==> src/core/lfs_pkg.sv <==
// Behaviour
// - at turn-on, precharge compensation node; one starter pulse after 0.9V and settle.
// - below turn-off level, stop gate pulses and discharge compensation node.
// - new on-period only on demag end, never before 6.4us minimum off time.
// - no demag after minimum off time: self start 140us after last gate pulse.
// - ignore current-limit comparator for 380ns at start of each pulse.
// - gate stays asserted throughout the blanking window, whatever happens.
// - demag input above 3.2V, 1us after turn-off, latches switching off.
// - supply above 24V for 6us stops switching, pulls supply down, latched.
// - on output short circuit, switch at reduced frequency of about 7kHz.
// - compensation above 2.6V turns switch off at once, latched until supply cycles.
// - outside blanking, current sense above 1.8V ends the on-period at once.
// - shut switch off at 150C, keep off until temperature falls to 130C.
// - thermal sensing is used only after start-up has completed.
// - on-time is constant, set from the compensation level, fixed per line cycle; the code reloads it from the compensation level at every turn-on.
// - each counted toggle steps power through 100%, 50%, 25% in order.
// - toggles within the toggle interval keep stepping and wrap 25% back to 100%.
// - mains off longer than reset interval clears the dimming counter to 100%.
package lfs_pkg;

  // ----------------------------------------------------------------
  // timing
  // ----------------------------------------------------------------
  localparam int CLK_MHZ        = 50;
  localparam int CLK_PS         = 20000;
  localparam int T_MIN_OFF_NS   = 6400;
  localparam int T_START_NS     = 140000;
  localparam int T_BLANK_NS     = 380;
  localparam int T_OVP_BLANK_NS = 1000;
  localparam int T_VOVP_NS      = 6000;
  localparam int T_SHORT_HZ     = 7000;
  localparam int T_SETTLE_NS    = 10000;
  localparam int T_ONMAX_NS     = 24000;
  // least times round up, longest round down
  localparam int MIN_OFF_CYC    = (T_MIN_OFF_NS * 1000 + CLK_PS - 1) / CLK_PS;
  localparam int START_CYC      = (T_START_NS / 1000) * CLK_MHZ;
  localparam int BLANK_CYC      = (T_BLANK_NS * 1000 + CLK_PS - 1) / CLK_PS;
  localparam int OVP_BLANK_CYC  = (T_OVP_BLANK_NS * 1000 + CLK_PS - 1) / CLK_PS;
  localparam int VOVP_CYC       = (T_VOVP_NS * 1000 + CLK_PS - 1) / CLK_PS;
  localparam int SHORT_CYC      = (CLK_MHZ * 1000000) / T_SHORT_HZ;
  localparam int SETTLE_CYC     = (T_SETTLE_NS * 1000 + CLK_PS - 1) / CLK_PS;
  localparam int ONMAX_CYC      = (T_ONMAX_NS / 1000) * CLK_MHZ;

  // ----------------------------------------------------------------
  // widths and reset values
  // ----------------------------------------------------------------
  localparam int CNT_W          = 16;
  localparam int ON_W           = 11;
  localparam int SYNC_N         = 9;
  localparam logic [1:0] DIM_FULL = 2'h0;
  localparam logic [1:0] DIM_HALF = 2'h1;
  localparam logic [1:0] DIM_QRTR = 2'h2;
  localparam logic [1:0] DIM_LAST = DIM_QRTR;

  // flag positions in the synchronised vector
  localparam int F_UV_ON = 0;
  localparam int F_UV_OFF = 1;
  localparam int F_COMP_LO = 2;
  localparam int F_COMP_HI = 3;
  localparam int F_DEMAG = 4;
  localparam int F_DEMAG_OV = 5;
  localparam int F_CS_LIM = 6;
  localparam int F_VCC_OV = 7;
  localparam int F_SHORT = 8;

  typedef enum logic [2:0] {
    LFS_IDLE   = 3'b000,
    LFS_PRECHG = 3'b001,
    LFS_SETTLE = 3'b010,
    LFS_ON     = 3'b011,
    LFS_OFF    = 3'b100,
    LFS_LATCH  = 3'b101
  } lfs_state_t;

endpackage

==> src/core/lfs_sync_if.sv <==
`timescale 1ns/100ps
// synchroniser output carried to the control core
interface lfs_sync_if #(parameter int N = 9);
  logic [N-1:0] flag;
  modport src (output flag);
  modport dst (input  flag);
endinterface

==> src/core/lfs_ctrl.sv <==
`timescale 1ns/100ps
module lfs_ctrl
  import lfs_pkg::*;
#(
  parameter int RESET_CYC = 125000000,
  parameter int TOGGLE_CYC = 75000000
) (
  input  wire logic             core_clk_i,
  input  wire logic             rst_b_i,
  input  wire logic             clk_en_i,
  input  wire logic             supply_on_i,
  input  wire logic             supply_off_i,
  input  wire logic             comp_low_ok_i,
  input  wire logic             comp_high_i,
  input  wire logic             demag_detect_in_i,
  input  wire logic             demag_ov_i,
  input  wire logic             cs_limit_i,
  input  wire logic             supply_ov_i,
  input  wire logic             short_det_i,
  input  wire logic             temp_hot_i,
  input  wire logic             temp_cool_i,
  input  wire logic [ON_W-1:0]  comp_level_i,
  input  wire logic             dim_enable_i,
  output logic                  gate_drive_out_o,
  output logic                  comp_precharge_o,
  output logic                  comp_discharge_o,
  output logic                  supply_pulldown_o,
  output logic                  fault_latched_o,
  output logic                  thermal_off_o,
  output logic [1:0]            dim_level_o
);

  // ----------------------------------------------------------------
  // synchronisers
  // ----------------------------------------------------------------
  lfs_sync_if #(.N(SYNC_N)) sif ();
  logic [SYNC_N-1:0] raw;
  logic              temp_hot_s1;
  logic              temp_hot_s2;
  logic              temp_cool_s1;
  logic              temp_cool_s2;

  // pack the threshold comparator inputs
  always_comb begin
    raw              = '0;
    raw[F_UV_ON]     = supply_on_i;
    raw[F_UV_OFF]    = supply_off_i;
    raw[F_COMP_LO]   = comp_low_ok_i;
    raw[F_COMP_HI]   = comp_high_i;
    raw[F_DEMAG]     = demag_detect_in_i;
    raw[F_DEMAG_OV]  = demag_ov_i;
    raw[F_CS_LIM]    = cs_limit_i;
    raw[F_VCC_OV]    = supply_ov_i;
    raw[F_SHORT]     = short_det_i;
  end

  lfs_sync #(.N(SYNC_N)) u_sync (
    .core_clk_i (core_clk_i),
    .rst_b_i    (rst_b_i),
    .clk_en_i   (clk_en_i),
    .raw_i      (raw),
    .sync       (sif)
  );

  // thermal flags synchronised here too
  always_ff @(posedge core_clk_i or negedge rst_b_i) begin
    if (!rst_b_i) begin
      temp_hot_s1  <= 1'b0;
      temp_hot_s2  <= 1'b0;
      temp_cool_s1 <= 1'b0;
      temp_cool_s2 <= 1'b0;
    end else if (clk_en_i) begin
      temp_hot_s1  <= temp_hot_i;
      temp_hot_s2  <= temp_hot_s1;
      temp_cool_s1 <= temp_cool_i;
      temp_cool_s2 <= temp_cool_s1;
    end
  end

  logic s_on;
  logic s_off;
  logic s_clo;
  logic s_chi;
  logic s_dmg;
  logic s_dov;
  logic s_cs;
  logic s_vov;
  logic s_sc;

  assign s_on  = sif.flag[F_UV_ON];
  assign s_off = sif.flag[F_UV_OFF];
  assign s_clo = sif.flag[F_COMP_LO];
  assign s_chi = sif.flag[F_COMP_HI];
  assign s_dmg = sif.flag[F_DEMAG];
  assign s_dov = sif.flag[F_DEMAG_OV];
  assign s_cs  = sif.flag[F_CS_LIM];
  assign s_vov = sif.flag[F_VCC_OV];
  assign s_sc  = sif.flag[F_SHORT];

  // ----------------------------------------------------------------
  // state
  // ----------------------------------------------------------------
  typedef struct packed {
    lfs_state_t       fsm;
    logic [CNT_W-1:0] on_cnt;     // cycles within on-period
    logic [CNT_W-1:0] off_cnt;    // cycles since turn-off
    logic [CNT_W-1:0] vov_cnt;    // supply overvoltage persistence
    logic [ON_W-1:0]  on_len;     // held on-time
    logic             dmg_d;      // previous demag level
    logic             gate;
    logic             prechg;
    logic             dischg;
    logic             pulldn;
    logic             latched;
    logic             started;
    logic             hot;
    logic [1:0]       dim;
    logic [31:0]      gap_cnt;    // supply-off duration
    logic             was_off;
    logic             dmg_seen;   // demag ended in this off-period
  } lfs_st_t;

  lfs_st_t st_r;
  lfs_st_t st_nxt;

  logic [CNT_W-1:0] off_len;
  logic             demag_fall;
  logic             blanking;
  logic             cs_end;

  // ----------------------------------------------------------------
  // next state
  // ----------------------------------------------------------------
  always_comb begin
    st_nxt     = st_r;
    // low-frequency restart period while output is shorted
    off_len    = s_sc ? CNT_W'(SHORT_CYC) : CNT_W'(START_CYC);
    demag_fall = st_r.dmg_d & ~s_dmg;
    blanking   = st_r.on_cnt < CNT_W'(BLANK_CYC);
    cs_end     = s_cs & ~blanking;
    st_nxt.dmg_d = s_dmg;

    // dimming: count supply gaps
    if (s_off) begin
      if (st_r.gap_cnt != 32'(RESET_CYC)) begin
        st_nxt.gap_cnt = st_r.gap_cnt + 32'h00000001;
      end
      st_nxt.was_off = 1'b1;
    end else if (st_r.was_off && s_on) begin
      st_nxt.was_off = 1'b0;
      st_nxt.gap_cnt = '0;
      if (!dim_enable_i || st_r.gap_cnt >= 32'(RESET_CYC)) begin
        st_nxt.dim = DIM_FULL;
      end else if (st_r.gap_cnt <= 32'(TOGGLE_CYC)) begin
        // step 100 -> 50 -> 25, then wrap
        st_nxt.dim = (st_r.dim == DIM_LAST) ? DIM_FULL : st_r.dim + 2'h1;
      end
    end

    // thermal hysteresis, only once started
    if (!st_r.started) begin
      st_nxt.hot = 1'b0;
    end else if (temp_hot_s2) begin
      st_nxt.hot = 1'b1;
    end else if (temp_cool_s2) begin
      st_nxt.hot = 1'b0;
    end

    // supply overvoltage persistence
    if (s_vov) begin
      if (st_r.vov_cnt != CNT_W'(VOVP_CYC)) begin
        st_nxt.vov_cnt = st_r.vov_cnt + CNT_W'(1);
      end
    end else begin
      st_nxt.vov_cnt = '0;
    end

    case (st_r.fsm)
      LFS_IDLE: begin
        st_nxt.gate    = 1'b0;
        st_nxt.started = 1'b0;
        if (s_on) begin
          st_nxt.fsm    = LFS_PRECHG;
          st_nxt.prechg = 1'b1;
          st_nxt.dischg = 1'b0;
        end
      end
      LFS_PRECHG: begin
        if (s_clo) begin
          st_nxt.fsm     = LFS_SETTLE;
          st_nxt.prechg  = 1'b0;
          st_nxt.off_cnt = '0;
        end
      end
      LFS_SETTLE: begin
        st_nxt.off_cnt = st_r.off_cnt + CNT_W'(1);
        if (st_r.off_cnt == CNT_W'(SETTLE_CYC)) begin
          // single starter pulse
          st_nxt.fsm     = LFS_ON;
          st_nxt.gate    = 1'b1;
          st_nxt.on_cnt  = '0;
          st_nxt.on_len  = comp_level_i;
          st_nxt.started = 1'b1;
        end
      end
      LFS_ON: begin
        st_nxt.on_cnt = st_r.on_cnt + CNT_W'(1);
        st_nxt.dmg_seen = 1'b0;
        // pulse may only end outside blanking
        if (!blanking && (cs_end || st_r.hot || s_chi ||
            st_r.on_cnt >= CNT_W'(st_r.on_len) ||
            st_r.on_cnt >= CNT_W'(ONMAX_CYC))) begin
          st_nxt.fsm     = LFS_OFF;
          st_nxt.gate    = 1'b0;
          st_nxt.off_cnt = '0;
        end
      end
      LFS_OFF: begin
        if (st_r.off_cnt != '1) begin
          st_nxt.off_cnt = st_r.off_cnt + CNT_W'(1);
        end
        // an early demag end still allows turn-on once minimum off elapses
        if (demag_fall) begin
          st_nxt.dmg_seen = 1'b1;
        end
        if (s_dov && st_r.off_cnt >= CNT_W'(OVP_BLANK_CYC)) begin
          st_nxt.fsm = LFS_LATCH;
        end else if (!st_r.hot && st_r.off_cnt >= CNT_W'(MIN_OFF_CYC) &&
                     (((demag_fall || st_r.dmg_seen) && !s_sc) ||
                      st_r.off_cnt >= off_len)) begin
          st_nxt.fsm    = LFS_ON;
          st_nxt.gate   = 1'b1;
          st_nxt.on_cnt = '0;
          st_nxt.on_len = comp_level_i;
        end
      end
      LFS_LATCH: begin
        st_nxt.gate = 1'b0;
      end
      default: begin
        st_nxt.fsm  = LFS_IDLE;
        st_nxt.gate = 1'b0;
      end
    endcase

    // latching protections; gate never cut inside blanking
    if (st_r.fsm != LFS_IDLE && !(st_r.fsm == LFS_ON && blanking)) begin
      if (s_chi && st_r.started) begin
        st_nxt.fsm  = LFS_LATCH;
        st_nxt.gate = 1'b0;
      end
      if (st_r.vov_cnt == CNT_W'(VOVP_CYC)) begin
        st_nxt.fsm    = LFS_LATCH;
        st_nxt.gate   = 1'b0;
        st_nxt.pulldn = 1'b1;
      end
    end
    st_nxt.latched = (st_nxt.fsm == LFS_LATCH);

    // undervoltage returns to idle and clears gate, precharge, pulldown and latches; dimming state is kept
    if (s_off && !s_on && st_r.fsm != LFS_IDLE &&
        !(st_r.fsm == LFS_ON && blanking)) begin
      st_nxt.fsm     = LFS_IDLE;
      st_nxt.gate    = 1'b0;
      st_nxt.prechg  = 1'b0;
      st_nxt.dischg  = 1'b1;
      st_nxt.pulldn  = 1'b0;
      st_nxt.latched = 1'b0;
      st_nxt.started = 1'b0;
    end
  end

  // ----------------------------------------------------------------
  // registers
  // ----------------------------------------------------------------
  always_ff @(posedge core_clk_i or negedge rst_b_i) begin
    if (!rst_b_i) begin
      st_r        <= '0;
      st_r.fsm    <= LFS_IDLE;
      st_r.dischg <= 1'b1;
      st_r.dim    <= DIM_FULL;
      st_r.gap_cnt <= 32'(RESET_CYC); // first power-up counts as a long gap
    end else if (clk_en_i) begin
      st_r <= st_nxt;
    end
  end

  // outputs straight from flops
  assign gate_drive_out_o  = st_r.gate;
  assign comp_precharge_o  = st_r.prechg;
  assign comp_discharge_o  = st_r.dischg;
  assign supply_pulldown_o = st_r.pulldn;
  assign fault_latched_o   = st_r.latched;
  assign thermal_off_o     = st_r.hot;
  assign dim_level_o       = st_r.dim;

endmodule

==> src/core/lfs_sync.sv <==
`timescale 1ns/100ps
module lfs_sync
  import lfs_pkg::*;
#(
  parameter int N = SYNC_N
) (
  input  wire logic         core_clk_i,
  input  wire logic         rst_b_i,
  input  wire logic         clk_en_i,
  input  wire logic [N-1:0] raw_i,
  lfs_sync_if.src           sync
);

  typedef struct packed {
    logic [N-1:0] stg1;
    logic [N-1:0] stg2;
  } lfs_sync_st_t;

  lfs_sync_st_t st_r;
  lfs_sync_st_t st_nxt;

  // two flops per analog flag
  always_comb begin
    st_nxt      = st_r;
    st_nxt.stg1 = raw_i;
    st_nxt.stg2 = st_r.stg1;
  end

  always_ff @(posedge core_clk_i or negedge rst_b_i) begin
    if (!rst_b_i) begin
      st_r <= '0;
    end else if (clk_en_i) begin
      st_r <= st_nxt;
    end
  end

  assign sync.flag = st_r.stg2;

endmodule

==> config.mk <==
export PLATFORM = sky130hd
export DESIGN_NAME = lfs_ctrl
export DESIGN_NICKNAME = d
export VERILOG_FILES = /design/src/core/lfs_pkg.sv /design/src/core/lfs_sync_if.sv /design/src/core/lfs_ctrl.sv /design/src/core/lfs_sync.sv
export SDC_FILE = /design/constraint.sdc
export NUM_CORES = 1
export LEC_CHECK = 0
export BUFFER_PORTS_ARGS = -buffer_cell sky130_fd_sc_hd__buf_2
export CAP_MARGIN = 20
export CORE_MARGIN = 2
export CORE_UTILIZATION = 30
export CTS_CLUSTER_DIAMETER = 100
export CTS_CLUSTER_SIZE = 30
export DETAILED_ROUTE_END_ITERATION = 16
export GPL_TIMING_DRIVEN = 0
export MAX_ROUTING_LAYER = met4
export PLACE_DENSITY = 0.49
export SYNTH_ARGS = -nofsm -noshare
export SYNTH_HDL_FRONTEND = slang
export SYNTH_SLANG_ARGS = --single-unit
==> constraint.sdc <==
create_clock -name core_clk_i -period 2.1 [get_ports core_clk_i]
set_input_delay 0.105 -clock core_clk_i [delete_from_list [all_inputs] [get_ports core_clk_i]]
set_output_delay 0.105 -clock core_clk_i [all_outputs]
set_load 0.01 [all_outputs]
-- Word-level counts from Yosys, hierarchy flattened
Index checks and enable logic that the tools add are counted.
- bits in registers: 128
- input bits: 26
- word-level logic and storage cells: 170
- $lt $le $gt $ge: 8
- mux-type cells: 52
- equal/unequal tests: 25
- add/subtract/negate cells: 5
- reduce and logical (&&, ||, !) cells: 52
- bitwise operators: 5
- operator list (kind ; number):
    $mux W16 ; 6
    $mux W33 ; 2
    $pmux W16 S4 ; 1
    $add A16 B1 Y16 const B ; 3
    $pmux W16 S3 ; 1
    $mux W19 ; 2
    $mux W11 ; 3
    $add A32 B1 Y32 const B ; 1
    $eq A16 B9 Y1 const B ; 2
    $ge A32 B27 Y1 const B ; 1
    $le A32 B27 Y1 const B ; 1
    $mux W32 ; 1
    $ne A32 B27 Y1 const B ; 1
    $mux W3 ; 8
    $pmux W11 S2 ; 1
    $pmux W3 S6 ; 1
    $ge A16 B11 Y1 ; 1
    $ge A16 B11 Y1 const B ; 1
    $ge A16 B13 Y1 ; 1
    $ge A16 B6 Y1 const B ; 1
    $ge A16 B9 Y1 const B ; 1
    $lt A16 B5 Y1 const B ; 1
    $mux W1 ; 16
    $ne A16 B16 Y1 const B ; 1
    28 further kinds ; 89

-- Depth between registers and ports, before layout
- depth after elaboration: 15
- mapped depth: 11
- gate-level depth less buffers: 9

-- By module
From an unflattened synthesis, not the netlist that was laid out.
- cells, all modules: 767
- area total of the unflattened synthesis: 7244.4 sq um
- by module, submodules not included (module ; times used ; cells each ; area an instance (sq um)):
    lfs_ctrl ; 1 ; 729 ; 6522.5
    lfs_sync ; 1 ; 38 ; 721.9

-- Worst setup path before layout
Ideal clock, no wire load.
- path type: flip-flop to flip-flop
- from: reg st_r[97] in the netlist's numbering
- to: reg st_r[80] in the netlist's numbering
- clock period less this slack: 2.276 ns
- setup time: 0.118 ns
- path buffers: 0
- cell stages (with the launch flop): 9
- arrival time: 2.158 ns
- path slack: -0.176 ns
- path through: dfrtp_1 ha_1 nor2b_1 nand4_1 or4_4 a31oi_4 o21ai_4 o21bai_1 a21o_1
- word-level cells in the longest chain between the ends: 10
- RTL lines (item ; RTL line ; text):
    from (decl) ; lfs_ctrl.sv:123 ; lfs_st_t st_r;
    from (signal assigned) ; lfs_ctrl.sv:284 ; st_r <= st_nxt;
    $lt A16 B5 Y1 ; lfs_ctrl.sv:139 ; blanking = st_r.on_cnt < CNT_W'(BLANK_CYC);
    $not A1 Y1 ; lfs_ctrl.sv:140 ; cs_end = s_cs & ~blanking;
    $and A1 B1 Y1 ; lfs_ctrl.sv:140 ;
    $logic_or A1 B1 Y1 (3 in series) ; lfs_ctrl.sv:210 ; if (!blanking && (cs_end || st_r.hot || s_chi ||
    $logic_or A1 B1 Y1 ; lfs_ctrl.sv:211 ; st_r.on_cnt >= CNT_W'(st_r.on_len) ||
    $logic_and A1 B1 Y1 (*) ; lfs_ctrl.sv:210 ;
    $ne A2 B2 Y1 (no line) (*) ; n/a ;
    $reduce_and A5 Y1 (no line) (*) ; n/a ;
Every way passes the cells marked *; elsewhere a longest branch is shown, timed or not.
A chain may end at the register's enable or synchronous reset.

-- Worst setup path in the final report
- from: reg st_r[76] in the netlist's numbering
- to: reg st_r[44] in the netlist's numbering
- word-level cells in the longest chain between the ends: 5
- RTL lines (item ; RTL line ; text):
    $ge A16 B9 Y1 / $ge A16 B13 Y1 (equally long branches) ; lfs_ctrl.sv:228, lfs_ctrl.sv:230 ;
    $logic_and A1 B1 Y1 / $logic_or A1 B1 Y1 (equally long branches) ; lfs_ctrl.sv:228, lfs_ctrl.sv:229 ;
    $logic_and A1 B1 Y1 ; lfs_ctrl.sv:228 ; end else if (!st_r.hot && st_r.off_cnt >= CNT_W'(MIN_OFF_CYC) &&
    $ne A2 B2 Y1 (no line) ; n/a ;
    $reduce_and A5 Y1 (no line) (*) ; n/a ;
Marked as above.

==> reports/summary.json <==
{
  "outcome": "finished, violations left",
  "failed_checks": "setup timing",
  "synth_compound_gate_area_share": 0.137,
  "floorplan.rows": 57,
  "r2r_end": "st_r[44]$_DFFE_PN0P_",
  "synth_simple_gate_area_frac": 0.246,
  "fin_nets": 991,
  "layout.cell_area.non_filler_um2": 10400,
  "grt_antenna_before_repair": 0,
  "detailedRoute.firstIterationViolations": 361,
  "ys_seq_area_frac": 0.442,
  "number_of_buffers_inserted_by_port_buffering": 32,
  "timing.rr.start": "st_r[76]$_DFFE_PN0P_",
  "die_h_um": 160,
  "gr-usage-all-layers": 0.164,
  "critical_path.max_stage_delay_ns": 0.46,
  "postSynthAreaPerCell_um2": 9.29,
  "crit_path_end_kind": "flop",
  "first_global_vias": 6281,
  "vias_per_inst": 4.95,
  "num_vias": 6320,
  "critPathBufInv": 1,
  "cts_tree": "yes",
  "grt_first_pass_wirelength_um": 33000,
  "final.fill_count": 2362,
  "slew_headroom": 0.412,
  "worst_hold_path_type": "input port to flop",
  "whs_path_depth": 3,
  "cts_made_buffers": 17,
  "power.leakage_nw": 4.45,
  "die_area_um2": 25600,
  "clock_sinks": 128,
  "critical_path.cell_chain": "ha_1 -> and4_1 -> o311a_1 -> nor4_4 -> nor3_4 -> o21bai_4 -> buf_6 -> nor2_4 -> mux2_4",
  "worst_endpoint_required_time_ns": 2.42,
  "fin_ws_ns": -0.321,
  "clock_tree_buffer_depth": 2,
  "async_flop_share": 1.00,
  "mux_contribution_to_synthesized_area": 0.0443,
  "netlist_instances": 785,
  "synth_fa_ha_area_frac": 0.0446,
  "slew_viol_final": 0,
  "r2r.worst_path.cells": 9,
  "ys_ff_latch": 128,
  "post-dp-hpwl_um": 12500,
  "synth_xor_xnor_area_share": 0.0444,
  "yosys_most_used_dff": "dfrtp_1",
  "worst_skew_pair.late_latency_ns": 0.43,
  "hold_end": "st_r[1]$_DFFE_PN0P_",
  "critical_path.top_delay_family": "simple AND/OR/NAND/NOR gates",
  "detail_route.wirelength_um": 19600,
  "antenna_cells": 0,
  "critPathMaxFanout": 7,
  "initial_cell_density_of_the_core": 0.302,
  "grt_setup_unrepaired": "true",
  "power-per-cell-area_nw_per_um2": 912,
  "final_hold_viol_count": 0,
  "chipWidth_um": 160,
  "detail_route.wl_per_cell_um": 15.3,
  "synth_area_um2": 7290,
  "postSynthNetCount": 837,
  "worst_clock_skew_ns": 0.0141,
  "synth_top_family_by_area": "simple AND/OR/NAND/NOR gates",
  "design.portCount": 34,
  "r2r_slack_ns": -0.32,
  "crit_path_start_kind": "flop",
  "largest_net_degree_at_the_start_of_global_routing": 78,
  "number_of_routed_nets_with_antenna_violations": 0,
  "area_growth_syn_to_layout_pct": 43.2,
  "finish.utilization": 0.433,
  "gpl.final_weighted_congestion": 0.800,
  "criticalPathCategory": "flop to flop",
  "max-vdd-ir-drop_mv": 0.471,
  "synth_cell_types": 75,
  "core_area_um2": 24100,
  "layout_worst_path_cycle_share": 1.15,
  "htree_levels": 4,
  "grt_overflow": 0,
  "worst_hold_startpoint": "clk_en_i",
  "clkSlewWorstSetupHoldPaths_ns": 0.06,
  "final_common_cell": "dfrtp_1",
  "fraction_of_layout_instances_using_a_drive_strength_above_1": 0.375,
  "tightestPinTransition_ns": 0.882,
  "detail_route.drc_violations": 0,
  "preCtsSetupSlack_ns": -0.565,
  "synth_edf_count": 0,
  "max_freq_mhz": 413,
  "cts_root_buffer": "clkbuf_16",
  "post_dp_cell_area_um2": 7940,
  "cp.arrival_ns": 2.74,
  "drtPass1Iterations": 5,
  "most-common-layout-cells": "97 x dfrtp_1, 67 x nand2_1, 64 x nor2_1",
  "setup_violating_endpoint_count_in_the_final_report": 60,
  "number_of_maximum_capacitance_constraint_violations": 0,
  "library_cell_contributing_the_largest_single_delay_on_the_critical_path": "dfrtp_1",
  "finalCriticalPeriod_ns": 2.42,
  "yosysWarningCount": 0
}
[flip-flops by register name (all words and copies together) (netlist names), 2 cells and up]
signal            cells
st_r                 98
u_sync.st_nxt         9
u_sync.sync.flag      9
dim_level_o           2
[final cells by class]
type                       instances  area [um2]  area share
multi-input combinational        588        4630       0.444
tap                              324         405      0.0388
timing repair buffer             140        1260       0.120
inverter                          36         135      0.0129
buffer                            28         178      0.0170
clock inverter                    12         133      0.0127
clock buffer                      20         457      0.0437
sequential                       128        3240       0.311
[logic make-up (layout without fill, tap and decap cells)]
kind of cell    count (synthesis)  after routing
compound gates                151            151
xor+xnor                       37             37
fa+ha+maj                      26             26
buf+inv                        69            236
flops                         128            128
mux                            29             29
simple gates                  345            345
[worst register-to-register path: cells and delay by family (launching register included)]
family	cells	cell delay, ns
AND/OR/NAND/NOR	4	0.71
flip-flops	1	0.46
adder cells (fa/ha/maj)	1	0.35
AO/OA/AOI/OAI	2	0.35
multiplexers	1	0.32
buffers and inverters	1	0.14
[power breakdown]
part	internal (mW)	switching, mW	leakage, nW	total, mW
clock network	1.81	1.20	0.283	3.01
registers	2.82	0.286	1.62	3.11
logic	1.66	1.74	2.55	3.40
total	6.30	3.22	4.45	9.52
[what timing repair did]
| item | in CTS | in global routing |
|---|---|---|
| gates cloned | 5 | 1 |
| hold buffers | 23 | 0 |
| setup endpoints to repair | 90 | 92 |
| hold endpoints to repair | 71 | 0 |
| gates resized for setup | 144 | 95 |
| pin swaps | 48 | 43 |
| setup buffers | 51 | 29 |
[synth_stat cells, drive strengths merged, types with 3 or more instances]
cell type / number / area (um2)
ha: 26 / 325
mux2i: 3 / 30.0
a22o: 9 / 78.8
or3: 15 / 98.8
nor3b: 5 / 37.5
and3: 12 / 76.3
o22ai: 12 / 75.1
mux2: 26 / 293
nand4b: 3 / 26.3
nor2b: 4 / 25.0
xor2: 14 / 123
clkbuf: 22 / 83.8
or4: 5 / 41.3
buf: 11 / 85.1
a31oi: 9 / 71.3
nand2: 84 / 315
dfrtp: 114 / 2850
a21oi: 29 / 149
nand4: 17 / 113
nor4b: 3 / 32.5
o31ai: 8 / 60.1
dfstp: 14 / 368
or2: 3 / 18.8
xnor2: 23 / 201
o21ai: 54 / 282
nor3: 34 / 180
nand3: 38 / 190
nor2: 76 / 288
and4: 4 / 35.0
nor4: 16 / 136
nand2b: 12 / 75.1
and2: 8 / 50.1
inv: 35 / 131
a21o: 5 / 37.5
[metal layers]
layer	GRT usage	part of all wire	vias up
met1	0.222	0.49	3110
met3	0.0353	0.024	12
met2	0.252	0.47	76
met4	0.0393	0.0098	0
met5	-	0	-
li1	-	-	3122
[worst max path at each step]
stage                                                from  slack [ns]               endpoint  cells after the start
after floorplan                      st_r[84]$_DFFE_PN0P_        -0.1   st_r[90]$_DFFE_PN0P_                     10
after global placement                            rst_b_i       -1.28   st_r[97]$_DFFE_PN0P_                      1
final                                st_r[76]$_DFFE_PN0P_       -0.32   st_r[44]$_DFFE_PN0P_                      9
after CTS                 u_sync.sync.flag[8]$_DFFE_PN0P_       -0.34   st_r[44]$_DFFE_PN0P_                     10
after detailed placement             st_r[87]$_DFFE_PN0P_       -0.57  st_r[104]$_DFFE_PN0P_                      8
after global routing      u_sync.sync.flag[8]$_DFFE_PN0P_       -0.45   st_r[44]$_DFFE_PN0P_                     10
[through the flow]
stage / total power, mW / hold WS [ns] / TNS, ns / instances
final: 9.52 / 0.137 / -10.97 / 1276
after floorplan: 4.58 / -0.191 / -1.59 / 785
after global placement: 5.26 / 0.344 / -146.56 / 1141
after detailed placement: 5.28 / 0.102 / -28.64 / 1142
after global routing: 10.1 / 0.116 / -18.85 / 1276
after CTS: 9.25 / 0.105 / -11.27 / 1249
(Power assumes the default switching activity.)
